<file path="src/aost_pkg.sv">
package aost_pkg;

  // sample path
  localparam int SAMPLE_W = 12;
  localparam int LAT_SINGLE = 7;
  localparam int LAT_DUAL_A = 8;
  localparam int LAT_DUAL_B = 9;
  localparam int PIPE_DEPTH = 9;
  localparam int SYNC_STAGES = 2;

  // trim widths and nominal step sizes
  localparam int OFFSET_W = 9;
  localparam int FINE_W = 6;
  localparam int COARSE_W = 5;
  localparam int OFFSET_LSB_UV = 120;
  localparam int OFFSET_REC_MV = 8;
  localparam int OFFSET_REC_LSB = (OFFSET_REC_MV * 1000) / OFFSET_LSB_UV;
  localparam int FINE_STEP_FS = 116;
  localparam int COARSE_STEP_FS = 2400;
  localparam logic [OFFSET_W-1:0] OFFSET_DEFAULT = 9'h100;
  localparam logic [FINE_W-1:0] FINE_DEFAULT = 6'h00;
  localparam logic [COARSE_W-1:0] COARSE_DEFAULT = 5'h00;

  // axi4-lite
  localparam int ADDR_W = 8;
  localparam int DATA_W = 32;
  localparam logic [ADDR_W-1:0] REG_CTRL = 8'h00;
  localparam logic [ADDR_W-1:0] REG_OFFSET = 8'h04;
  localparam logic [ADDR_W-1:0] REG_FINE = 8'h08;
  localparam logic [ADDR_W-1:0] REG_COARSE = 8'h0C;
  localparam logic [ADDR_W-1:0] REG_STATUS = 8'h10;
  localparam logic [1:0] RESP_OKAY = 2'h0;
  localparam logic [1:0] RESP_SLVERR = 2'h2;

  // ctrl fields
  localparam int CTRL_MODE_LSB = 0;
  localparam int CTRL_DIV4_BIT = 2;
  localparam int CTRL_SYNC_EN_BIT = 3;
  // status fields
  localparam int STAT_PHASE_LSB = 0;
  localparam int STAT_RANGE_BIT = 2;
  localparam int STAT_COUNT_LSB = 16;

  typedef enum logic [1:0] {
    AOST_SINGLE,
    AOST_DUAL_ALIGNED,
    AOST_DUAL_STAGGERED
  } aost_mode_type;

  typedef enum logic [2:0] {
    AOST_DEC_CTRL,
    AOST_DEC_OFFSET,
    AOST_DEC_FINE,
    AOST_DEC_COARSE,
    AOST_DEC_STATUS,
    AOST_DEC_NONE
  } aost_dec_type;

endpackage : aost_pkg

</file>
<file path="src/aost_core.sv">
// Our own choices: the AXI4-Lite register port and the placing of the registers.
`timescale 1ns/1ps
module aost_core (
  // clock and reset
  input wire logic clk,
  input wire logic rst,
  // converter core and sync pin
  input wire logic [aost_pkg::SAMPLE_W-1:0] sample_in,
  input wire logic sync_reset_pos,
  // output buses
  output logic [aost_pkg::SAMPLE_W-1:0] bus_first,
  output logic [aost_pkg::SAMPLE_W-1:0] bus_second,
  output logic sync_marker_first_bus,
  output logic sync_marker_second_bus,
  output logic sync_marker_out,
  output logic data_ready_clock_out,
  // trim controls
  output logic [aost_pkg::OFFSET_W-1:0] offset_trim,
  output logic [aost_pkg::FINE_W-1:0] fine_phase_trim,
  output logic [aost_pkg::COARSE_W-1:0] coarse_phase_trim,
  // axi4-lite write
  input wire logic [aost_pkg::ADDR_W-1:0] s_axi_awaddr,
  input wire logic s_axi_awvalid,
  output logic s_axi_awready,
  input wire logic [aost_pkg::DATA_W-1:0] s_axi_wdata,
  input wire logic [3:0] s_axi_wstrb,
  input wire logic s_axi_wvalid,
  output logic s_axi_wready,
  output logic [1:0] s_axi_bresp,
  output logic s_axi_bvalid,
  input wire logic s_axi_bready,
  // axi4-lite read
  input wire logic [aost_pkg::ADDR_W-1:0] s_axi_araddr,
  input wire logic s_axi_arvalid,
  output logic s_axi_arready,
  output logic [aost_pkg::DATA_W-1:0] s_axi_rdata,
  output logic [1:0] s_axi_rresp,
  output logic s_axi_rvalid,
  input wire logic s_axi_rready
);
  import aost_pkg::*;

  typedef struct packed {
    logic [SYNC_STAGES-1:0] rst_sync;
    logic rst_prev;
    logic [1:0] phase;
    logic [PIPE_DEPTH-1:0][SAMPLE_W:0] pipe;
    logic [SAMPLE_W-1:0] data_a;
    logic [SAMPLE_W-1:0] data_b;
    logic mark_a;
    logic mark_b;
    logic mark_any;
    logic clk_out;
    aost_mode_type mode;
    logic div4;
    logic sync_en;
    logic [OFFSET_W-1:0] offset;
    logic [FINE_W-1:0] fine;
    logic [COARSE_W-1:0] coarse;
    logic [15:0] sync_count;
    logic awready;
    logic wready;
    logic aw_have;
    logic w_have;
    logic [ADDR_W-1:0] aw_addr;
    logic [DATA_W-1:0] w_data;
    logic [3:0] w_strb;
    logic bvalid;
    logic [1:0] bresp;
    logic arready;
    logic rvalid;
    logic [1:0] rresp;
    logic [DATA_W-1:0] rdata;
  } aost_state_type;

  aost_state_type q;
  aost_state_type d;

  function automatic aost_dec_type decode(input logic [ADDR_W-1:0] a);
    unique case (a)
      REG_CTRL: decode = AOST_DEC_CTRL;
      REG_OFFSET: decode = AOST_DEC_OFFSET;
      REG_FINE: decode = AOST_DEC_FINE;
      REG_COARSE: decode = AOST_DEC_COARSE;
      REG_STATUS: decode = AOST_DEC_STATUS;
      default: decode = AOST_DEC_NONE;
    endcase
  endfunction : decode

  function automatic logic [DATA_W-1:0] merge(input logic [DATA_W-1:0] old,
                                              input logic [DATA_W-1:0] wd,
                                              input logic [3:0] strb);
    merge = old;
    for (int i = 0; i < 4; i++) begin
      if (strb[i]) begin
        merge[i*8 +: 8] = wd[i*8 +: 8];
      end
    end
  endfunction : merge

  logic sync_edge;
  logic [DATA_W-1:0] ctrl_word;
  logic [DATA_W-1:0] status_word;
  logic [DATA_W-1:0] wr_val;
  logic [OFFSET_W:0] off_dist;
  logic off_out_of_range;

  assign sync_edge = q.rst_sync[SYNC_STAGES-1] & ~q.rst_prev & q.sync_en;
  // distance from default; range flag only advises, the trim is not clamped
  assign off_dist = (q.offset >= OFFSET_DEFAULT) ?
                    {1'b0, q.offset - OFFSET_DEFAULT} : {1'b0, OFFSET_DEFAULT - q.offset};
  assign off_out_of_range = off_dist > (OFFSET_W + 1)'(OFFSET_REC_LSB);

  always_comb begin
    ctrl_word = '0;
    ctrl_word[CTRL_MODE_LSB +: 2] = q.mode;
    ctrl_word[CTRL_DIV4_BIT] = q.div4;
    ctrl_word[CTRL_SYNC_EN_BIT] = q.sync_en;
    status_word = '0;
    status_word[STAT_PHASE_LSB +: 2] = q.phase;
    status_word[STAT_RANGE_BIT] = off_out_of_range;
    status_word[STAT_COUNT_LSB +: 16] = q.sync_count;
  end

  always_comb begin
    // merge scratch has one driver, here
    wr_val = '0;
    d = q;
    // two-flop synchroniser; first stage feeds only the second
    d.rst_sync = {q.rst_sync[SYNC_STAGES-2:0], sync_reset_pos};
    d.rst_prev = q.rst_sync[SYNC_STAGES-1];

    // divided clock runs free from any phase; a capture forces phase zero
    d.phase = q.phase + 2'h1;
    if (sync_edge) begin
      d.phase = 2'h0;
      d.sync_count = q.sync_count + 16'h0001;
    end
    d.clk_out = q.div4 ? q.phase[1] : q.phase[0];

    // marker enters beside the sample present at capture
    d.pipe[0] = {sync_edge, sample_in};
    for (int i = 1; i < PIPE_DEPTH; i++) begin
      d.pipe[i] = q.pipe[i-1];
    end

    unique case (q.mode)
      AOST_DUAL_ALIGNED: begin
        // both buses turn together, second bus one sample older
        if (q.phase[0]) begin
          {d.mark_a, d.data_a} = q.pipe[LAT_DUAL_A-1];
          {d.mark_b, d.data_b} = q.pipe[LAT_DUAL_B-1];
        end
      end
      AOST_DUAL_STAGGERED: begin
        // buses turn on alternate cycles
        if (q.phase[0]) begin
          {d.mark_b, d.data_b} = q.pipe[LAT_DUAL_A-1];
        end else begin
          {d.mark_a, d.data_a} = q.pipe[LAT_DUAL_A-1];
        end
      end
      default: begin
        {d.mark_a, d.data_a} = q.pipe[LAT_SINGLE-1];
        d.mark_b = 1'b0;
        d.data_b = '0;
      end
    endcase
    d.mark_any = d.mark_a | d.mark_b;

    // write channel: address and data taken in either order
    if (q.awready && s_axi_awvalid) begin
      d.aw_have = 1'b1;
      d.aw_addr = s_axi_awaddr;
      d.awready = 1'b0;
    end
    if (q.wready && s_axi_wvalid) begin
      d.w_have = 1'b1;
      d.w_data = s_axi_wdata;
      d.w_strb = s_axi_wstrb;
      d.wready = 1'b0;
    end
    if (q.aw_have && q.w_have && !q.bvalid) begin
      d.aw_have = 1'b0;
      d.w_have = 1'b0;
      d.bvalid = 1'b1;
      d.bresp = RESP_OKAY;
      unique case (decode(q.aw_addr))
        AOST_DEC_CTRL: begin
          wr_val = merge(ctrl_word, q.w_data, q.w_strb);
          // the unused mode code falls back to single bus
          d.mode = (wr_val[CTRL_MODE_LSB +: 2] == 2'h3) ? AOST_SINGLE :
                   aost_mode_type'(wr_val[CTRL_MODE_LSB +: 2]);
          d.div4 = wr_val[CTRL_DIV4_BIT];
          d.sync_en = wr_val[CTRL_SYNC_EN_BIT];
        end
        AOST_DEC_OFFSET: begin
          wr_val = merge({{(DATA_W-OFFSET_W){1'b0}}, q.offset}, q.w_data, q.w_strb);
          d.offset = wr_val[OFFSET_W-1:0];
        end
        AOST_DEC_FINE: begin
          wr_val = merge({{(DATA_W-FINE_W){1'b0}}, q.fine}, q.w_data, q.w_strb);
          d.fine = wr_val[FINE_W-1:0];
        end
        AOST_DEC_COARSE: begin
          wr_val = merge({{(DATA_W-COARSE_W){1'b0}}, q.coarse}, q.w_data, q.w_strb);
          d.coarse = wr_val[COARSE_W-1:0];
        end
        AOST_DEC_STATUS: d.bresp = RESP_OKAY;
        AOST_DEC_NONE: d.bresp = RESP_SLVERR;
      endcase
    end
    if (q.bvalid && s_axi_bready) begin
      d.bvalid = 1'b0;
      d.awready = 1'b1;
      d.wready = 1'b1;
    end

    // read channel
    if (q.arready && s_axi_arvalid) begin
      d.arready = 1'b0;
      d.rvalid = 1'b1;
      d.rresp = RESP_OKAY;
      unique case (decode(s_axi_araddr))
        AOST_DEC_CTRL: d.rdata = ctrl_word;
        AOST_DEC_OFFSET: d.rdata = {{(DATA_W-OFFSET_W){1'b0}}, q.offset};
        AOST_DEC_FINE: d.rdata = {{(DATA_W-FINE_W){1'b0}}, q.fine};
        AOST_DEC_COARSE: d.rdata = {{(DATA_W-COARSE_W){1'b0}}, q.coarse};
        AOST_DEC_STATUS: d.rdata = status_word;
        AOST_DEC_NONE: begin
          d.rdata = '0;
          d.rresp = RESP_SLVERR;
        end
      endcase
    end
    if (q.rvalid && s_axi_rready) begin
      d.rvalid = 1'b0;
      d.arready = 1'b1;
    end

    if (rst) begin
      d = '0;
      d.mode = AOST_SINGLE;
      d.sync_en = 1'b1;
      d.offset = OFFSET_DEFAULT;
      d.fine = FINE_DEFAULT;
      d.coarse = COARSE_DEFAULT;
      d.awready = 1'b1;
      d.wready = 1'b1;
      d.arready = 1'b1;
    end
  end

  always_ff @(posedge clk) begin
    q <= d;
  end

  assign bus_first = q.data_a;
  assign bus_second = q.data_b;
  assign sync_marker_first_bus = q.mark_a;
  assign sync_marker_second_bus = q.mark_b;
  assign sync_marker_out = q.mark_any;
  assign data_ready_clock_out = q.clk_out;
  assign offset_trim = q.offset;
  assign fine_phase_trim = q.fine;
  assign coarse_phase_trim = q.coarse;
  assign s_axi_awready = q.awready;
  assign s_axi_wready = q.wready;
  assign s_axi_bresp = q.bresp;
  assign s_axi_bvalid = q.bvalid;
  assign s_axi_arready = q.arready;
  assign s_axi_rdata = q.rdata;
  assign s_axi_rresp = q.rresp;
  assign s_axi_rvalid = q.rvalid;

endmodule : aost_core

</file>
<file path="config.mk">
export PLATFORM = sky130hd
export DESIGN_NAME = aost_core
export DESIGN_NICKNAME = d
export VERILOG_FILES = /design/src/aost_pkg.sv /design/src/aost_core.sv
export SDC_FILE = /design/constraint.sdc
export NUM_CORES = 1
export LEC_CHECK = 0
export ABC_AREA = 0
export BUFFER_PORTS_ARGS = -buffer_cell sky130_fd_sc_hd__buf_2
export CORE_ASPECT_RATIO = 0.7
export CORE_MARGIN = 2
export CORE_UTILIZATION = 36
export CTS_CLUSTER_DIAMETER = 120
export DETAILED_ROUTE_END_ITERATION = 10
export SYNTH_ARGS = -nofsm -noshare
export SYNTH_HDL_FRONTEND = slang
export SYNTH_SLANG_ARGS = --single-unit
</file>
<file path="constraint.sdc">
create_clock -name clk -period 5 [get_ports clk]
set_clock_uncertainty 0.1 [all_clocks]
set_input_delay 0.75 -clock clk [delete_from_list [all_inputs] [get_ports clk]]
set_output_delay 0.75 -clock clk [all_outputs]
set_load 0.02 [all_outputs]
</file>
==> summary.md <==
| Metric | Value |
|---|---|
| Power Density | 393 nW/um^2 |
| DP HPWL | roughly 12000 um |
| Fill count | 2498 |
| Least-Margin Pin Slew | slightly below 900 ps |
| Cell taking the most area after synthesis | dfxtp_1 |
| Non-filler instance count after layout | 1301 |
| Post-synth EDFFs | 0 |
| Most frequent cell after synthesis | dfxtp_1 |
| Port Buffers | roughly 130 |
| First-pass GRT wire length | about 28000 um |
| Area of the multi-input gates | 3270 um^2 |
| WL final | 17900 um |
| 1st-pass router iterations | 4 |
| DR iter-0 viols | 382 |
| Antenna violations before repair | 0 |
| RSZ-0062 raised after global routing | false |
| Setup TNS Final | 0 ps |
| Chip width | 193 um |
| Mapped Area | 8990 um^2 |
| Hold slack final | 330 ps |
| Largest net degree at the start of global routing | 121 |
| Combinational Power Share | about 3.5% |
| Die area | 26300 um^2 |
| Startpoint Class | register |
| Gr usage total | between 10% and 20% |
| Vias | slightly below 6000 |
| Final Hold Vio Count | 0 |
| Setup Fix Bufs, Post-CTS | 0 |
| Status | finished, final reports clean |
| Yosys top cell area share | 54.1% |
| Via-to-Cell Ratio | 4.58 |
| Routed Antenna Nets | 0 |
| Max-Cap Viols | 0 |
| CP Capture Type | register |
| Synth unique cells | 54 |
| Post-synthesis cell count | between 900 and 1000 |
| Switching power share of the total | 21.2% |
| Arrival time at the worst endpoint | approximately 3000 ps |
| Slew margin rel. | 40.7% |
| Io pins | 161 |
| Sequential area share after synthesis | 54.1% |
| Clk root buf | clkbuf_16 |
| Clk slew on worst S/H paths | about 60 ps |
| Internal | approximately 3.1 mW |
| Crit-path cells | ha_1 > a21oi_1 > nor2_1 > a22oi_1 > a211oi_1 |
| Vias in the first global route | 5283 |
| Overflow after GRT | 0 |
| Crit path max fanout | 18 |
| P_leak | 4.09 nW |
| Syn. warnings | 0 |
| Initial Utilization | 36.5% |
| Final #Nets | 1037 |
| Placed Cells | 1260 |
| Layout cells sized above 1 | ~18% |
| Ranking of synthesized cells by area | dfxtp_1, nor2b_1, buf_4, nor2_1, a22oi_1 |
| Slew Viols, Final | 0 |
| Residual DRC count | 0 |
| Htree depth | 1 |
| Skew-Pair Late Insertion Delay | 500 ps |
| Hold-fix buffers at CTS | 0 |
| Switching power | 839 uW |
| Num Clock Sinks | 243 |
| Clock buffer depth | 3 |
| Die Y | 136 um |
| Period utilisation layout | 52.4% |
| Tmin final | 2620 ps |
| Critical path's slowest cell | nor2_1 |
| # rows | 48 |
| Register area | just under 5000 um^2 |
| Clk pwr share | a little under half |
| Post-Syn Area per Cell | 9.61 um^2 |
| Final Setup Violations | 0 |
| Post-cts sizing count | 0 |
| Worst path bufs/invs | 0 |
| Total CTS buffers | 24 |
| Critical path class | reg -> reg |
| FMAX | between 300 and 400 MHz |
| Async S/R FF share, synth | 0% |
| Core area | 24600 um^2 |
| Layout area overhead | 11.9% |
| Worst Hold Class | reg -> reg |
| Layout Utilization | 40.9% |
| GPL Wtd Cong | 0.793 |
| CP peak stage delay | 700 ps |
| CP delay by family, top | simple AND/OR/NAND/NOR gates |
| Ant. Diodes | 0 |
| Average wire per standard cell | ~14 um |
| TritonCTS clock tree | built |
| Ys flop type | dfxtp_1 |
| Worst Path Required | 5310 ps |
| Yosys reg bits | 243 |
| Flop pwr share | between 50 and 60% |
| Max VDD drop | 0.220 mV |
| Synth top cells by count | dfxtp_1, nor2b_1, nor2_1 |
-- layout make-up --
cell class | count | area share (%)
multi-input cells | 550 | 32.5
flip-flops and latches | 243 | 48.3
well taps | 325 | 4.04
inverters | 13 | 0.485
clock inverters | 12 | 1.42
clock buffers | 29 | 6.56
repair buffers | 129 | 6.68
-- flip-flops by register name (all words and copies together), names as in the netlist, 4 cells and up --
signal             flops
offset_trim            9
bus_second            12
coarse_phase_trim      5
q                    159
s_axi_rdata           25
ctrl_word              4
bus_first             12
fine_phase_trim        6
-- through the flow --
| step | area, um^2 | power (mW) | setup slack [ps] |
|---|---|---|---|
| floorplan | 9020 | 2.13 | 2740 |
| global placement | 9260 | 2.17 | 2300 |
| detailed placement | 9260 | 2.18 | 2280 |
| CTS | 10100 | 4.02 | 2410 |
| global route | 10100 | 4.12 | 2210 |
| finish | 10100 | 3.95 | 2380 |
-- path summary, 6_finish.rpt --
| kind | depth (start not counted) | slack (ps) | to | start |
|---|---|---|---|---|
| worst min-delay path | 1 | 330 | q[237]$_SDFF_PP0_ | q[224]$_SDFF_PP0_ |
| worst min register to register | 1 | 330 | q[237]$_SDFF_PP0_ | q[224]$_SDFF_PP0_ |
| worst max-delay path | 5 | 2380 | bus_first[11]$_SDFFE_PP0P_ | ctrl_word[0]$_SDFFE_PP0P_ |
| worst max register to register | 5 | 2380 | bus_first[11]$_SDFFE_PP0P_ | ctrl_word[0]$_SDFFE_PP0P_ |
-- worst reg2reg max path: stages, from the launching register on --
cell	delay [ps]
dfxtp_1	430
ha_1	630
a21oi_1	150
nor2_1	700
a22oi_1	230
a211oi_1	290
-- power groups by stage --
stage | combinational, mW | sequential, mW | clock, mW
after floorplan | 0.102 | 2.03 | 0
after CTS | 0.139 | 1.99 | 1.88
after global placement | 0.138 | 2.04 | 0
after detailed placement | 0.139 | 2.04 | 0
final | 0.137 | 1.99 | 1.82
after global routing | 0.154 | 2.00 | 1.97
-- layout by cell type (no fill, tap or decap), drive strengths merged, types with 14 or more instances in the layout --
| master | n |
|---|---|
| nand2 | 53 |
| mux2i | 27 |
| a22oi | 44 |
| buf | 129 |
| a21oi | 51 |
| nor2b | 120 |
| nand3 | 18 |
| nor2 | 111 |
| dfxtp | 243 |
| clkbuf | 29 |
| a211oi | 14 |
-- cells by family (layout without fill, tap and decap cells) --
| group | after synthesis | after routing | share of synthesized area (%) |
|---|---|---|---|
| AO/OA/AOI/OAI | 138 | 138 | 9.93 |
| flip-flops | 243 | 243 | 54.1 |
| other | 1 | 9 | 0.0417 |
| buffers and inverters | 151 | 183 | 9.89 |
| multiplexers | 31 | 31 | 3.76 |
| adder cells (fa/ha/maj) | 4 | 4 | 0.557 |
| XOR/XNOR | 16 | 16 | 1.56 |
| AND/OR/NAND/NOR | 352 | 352 | 20.2 |
-- layer usage --
| layer | GRT usage, % | routed length (um) | up-vias |
|---|---|---|---|
| li1 | - | - | 3083 |
| met1 | 20.9 | 9490 | 2719 |
| met2 | 18.0 | 7030 | 132 |
| met3 | 3.12 | 1060 | 26 |
| met4 | 2.99 | 333 | 0 |
| met5 | 0 | 0 | - |
Note: power is estimated with default switching activity, not from simulation.
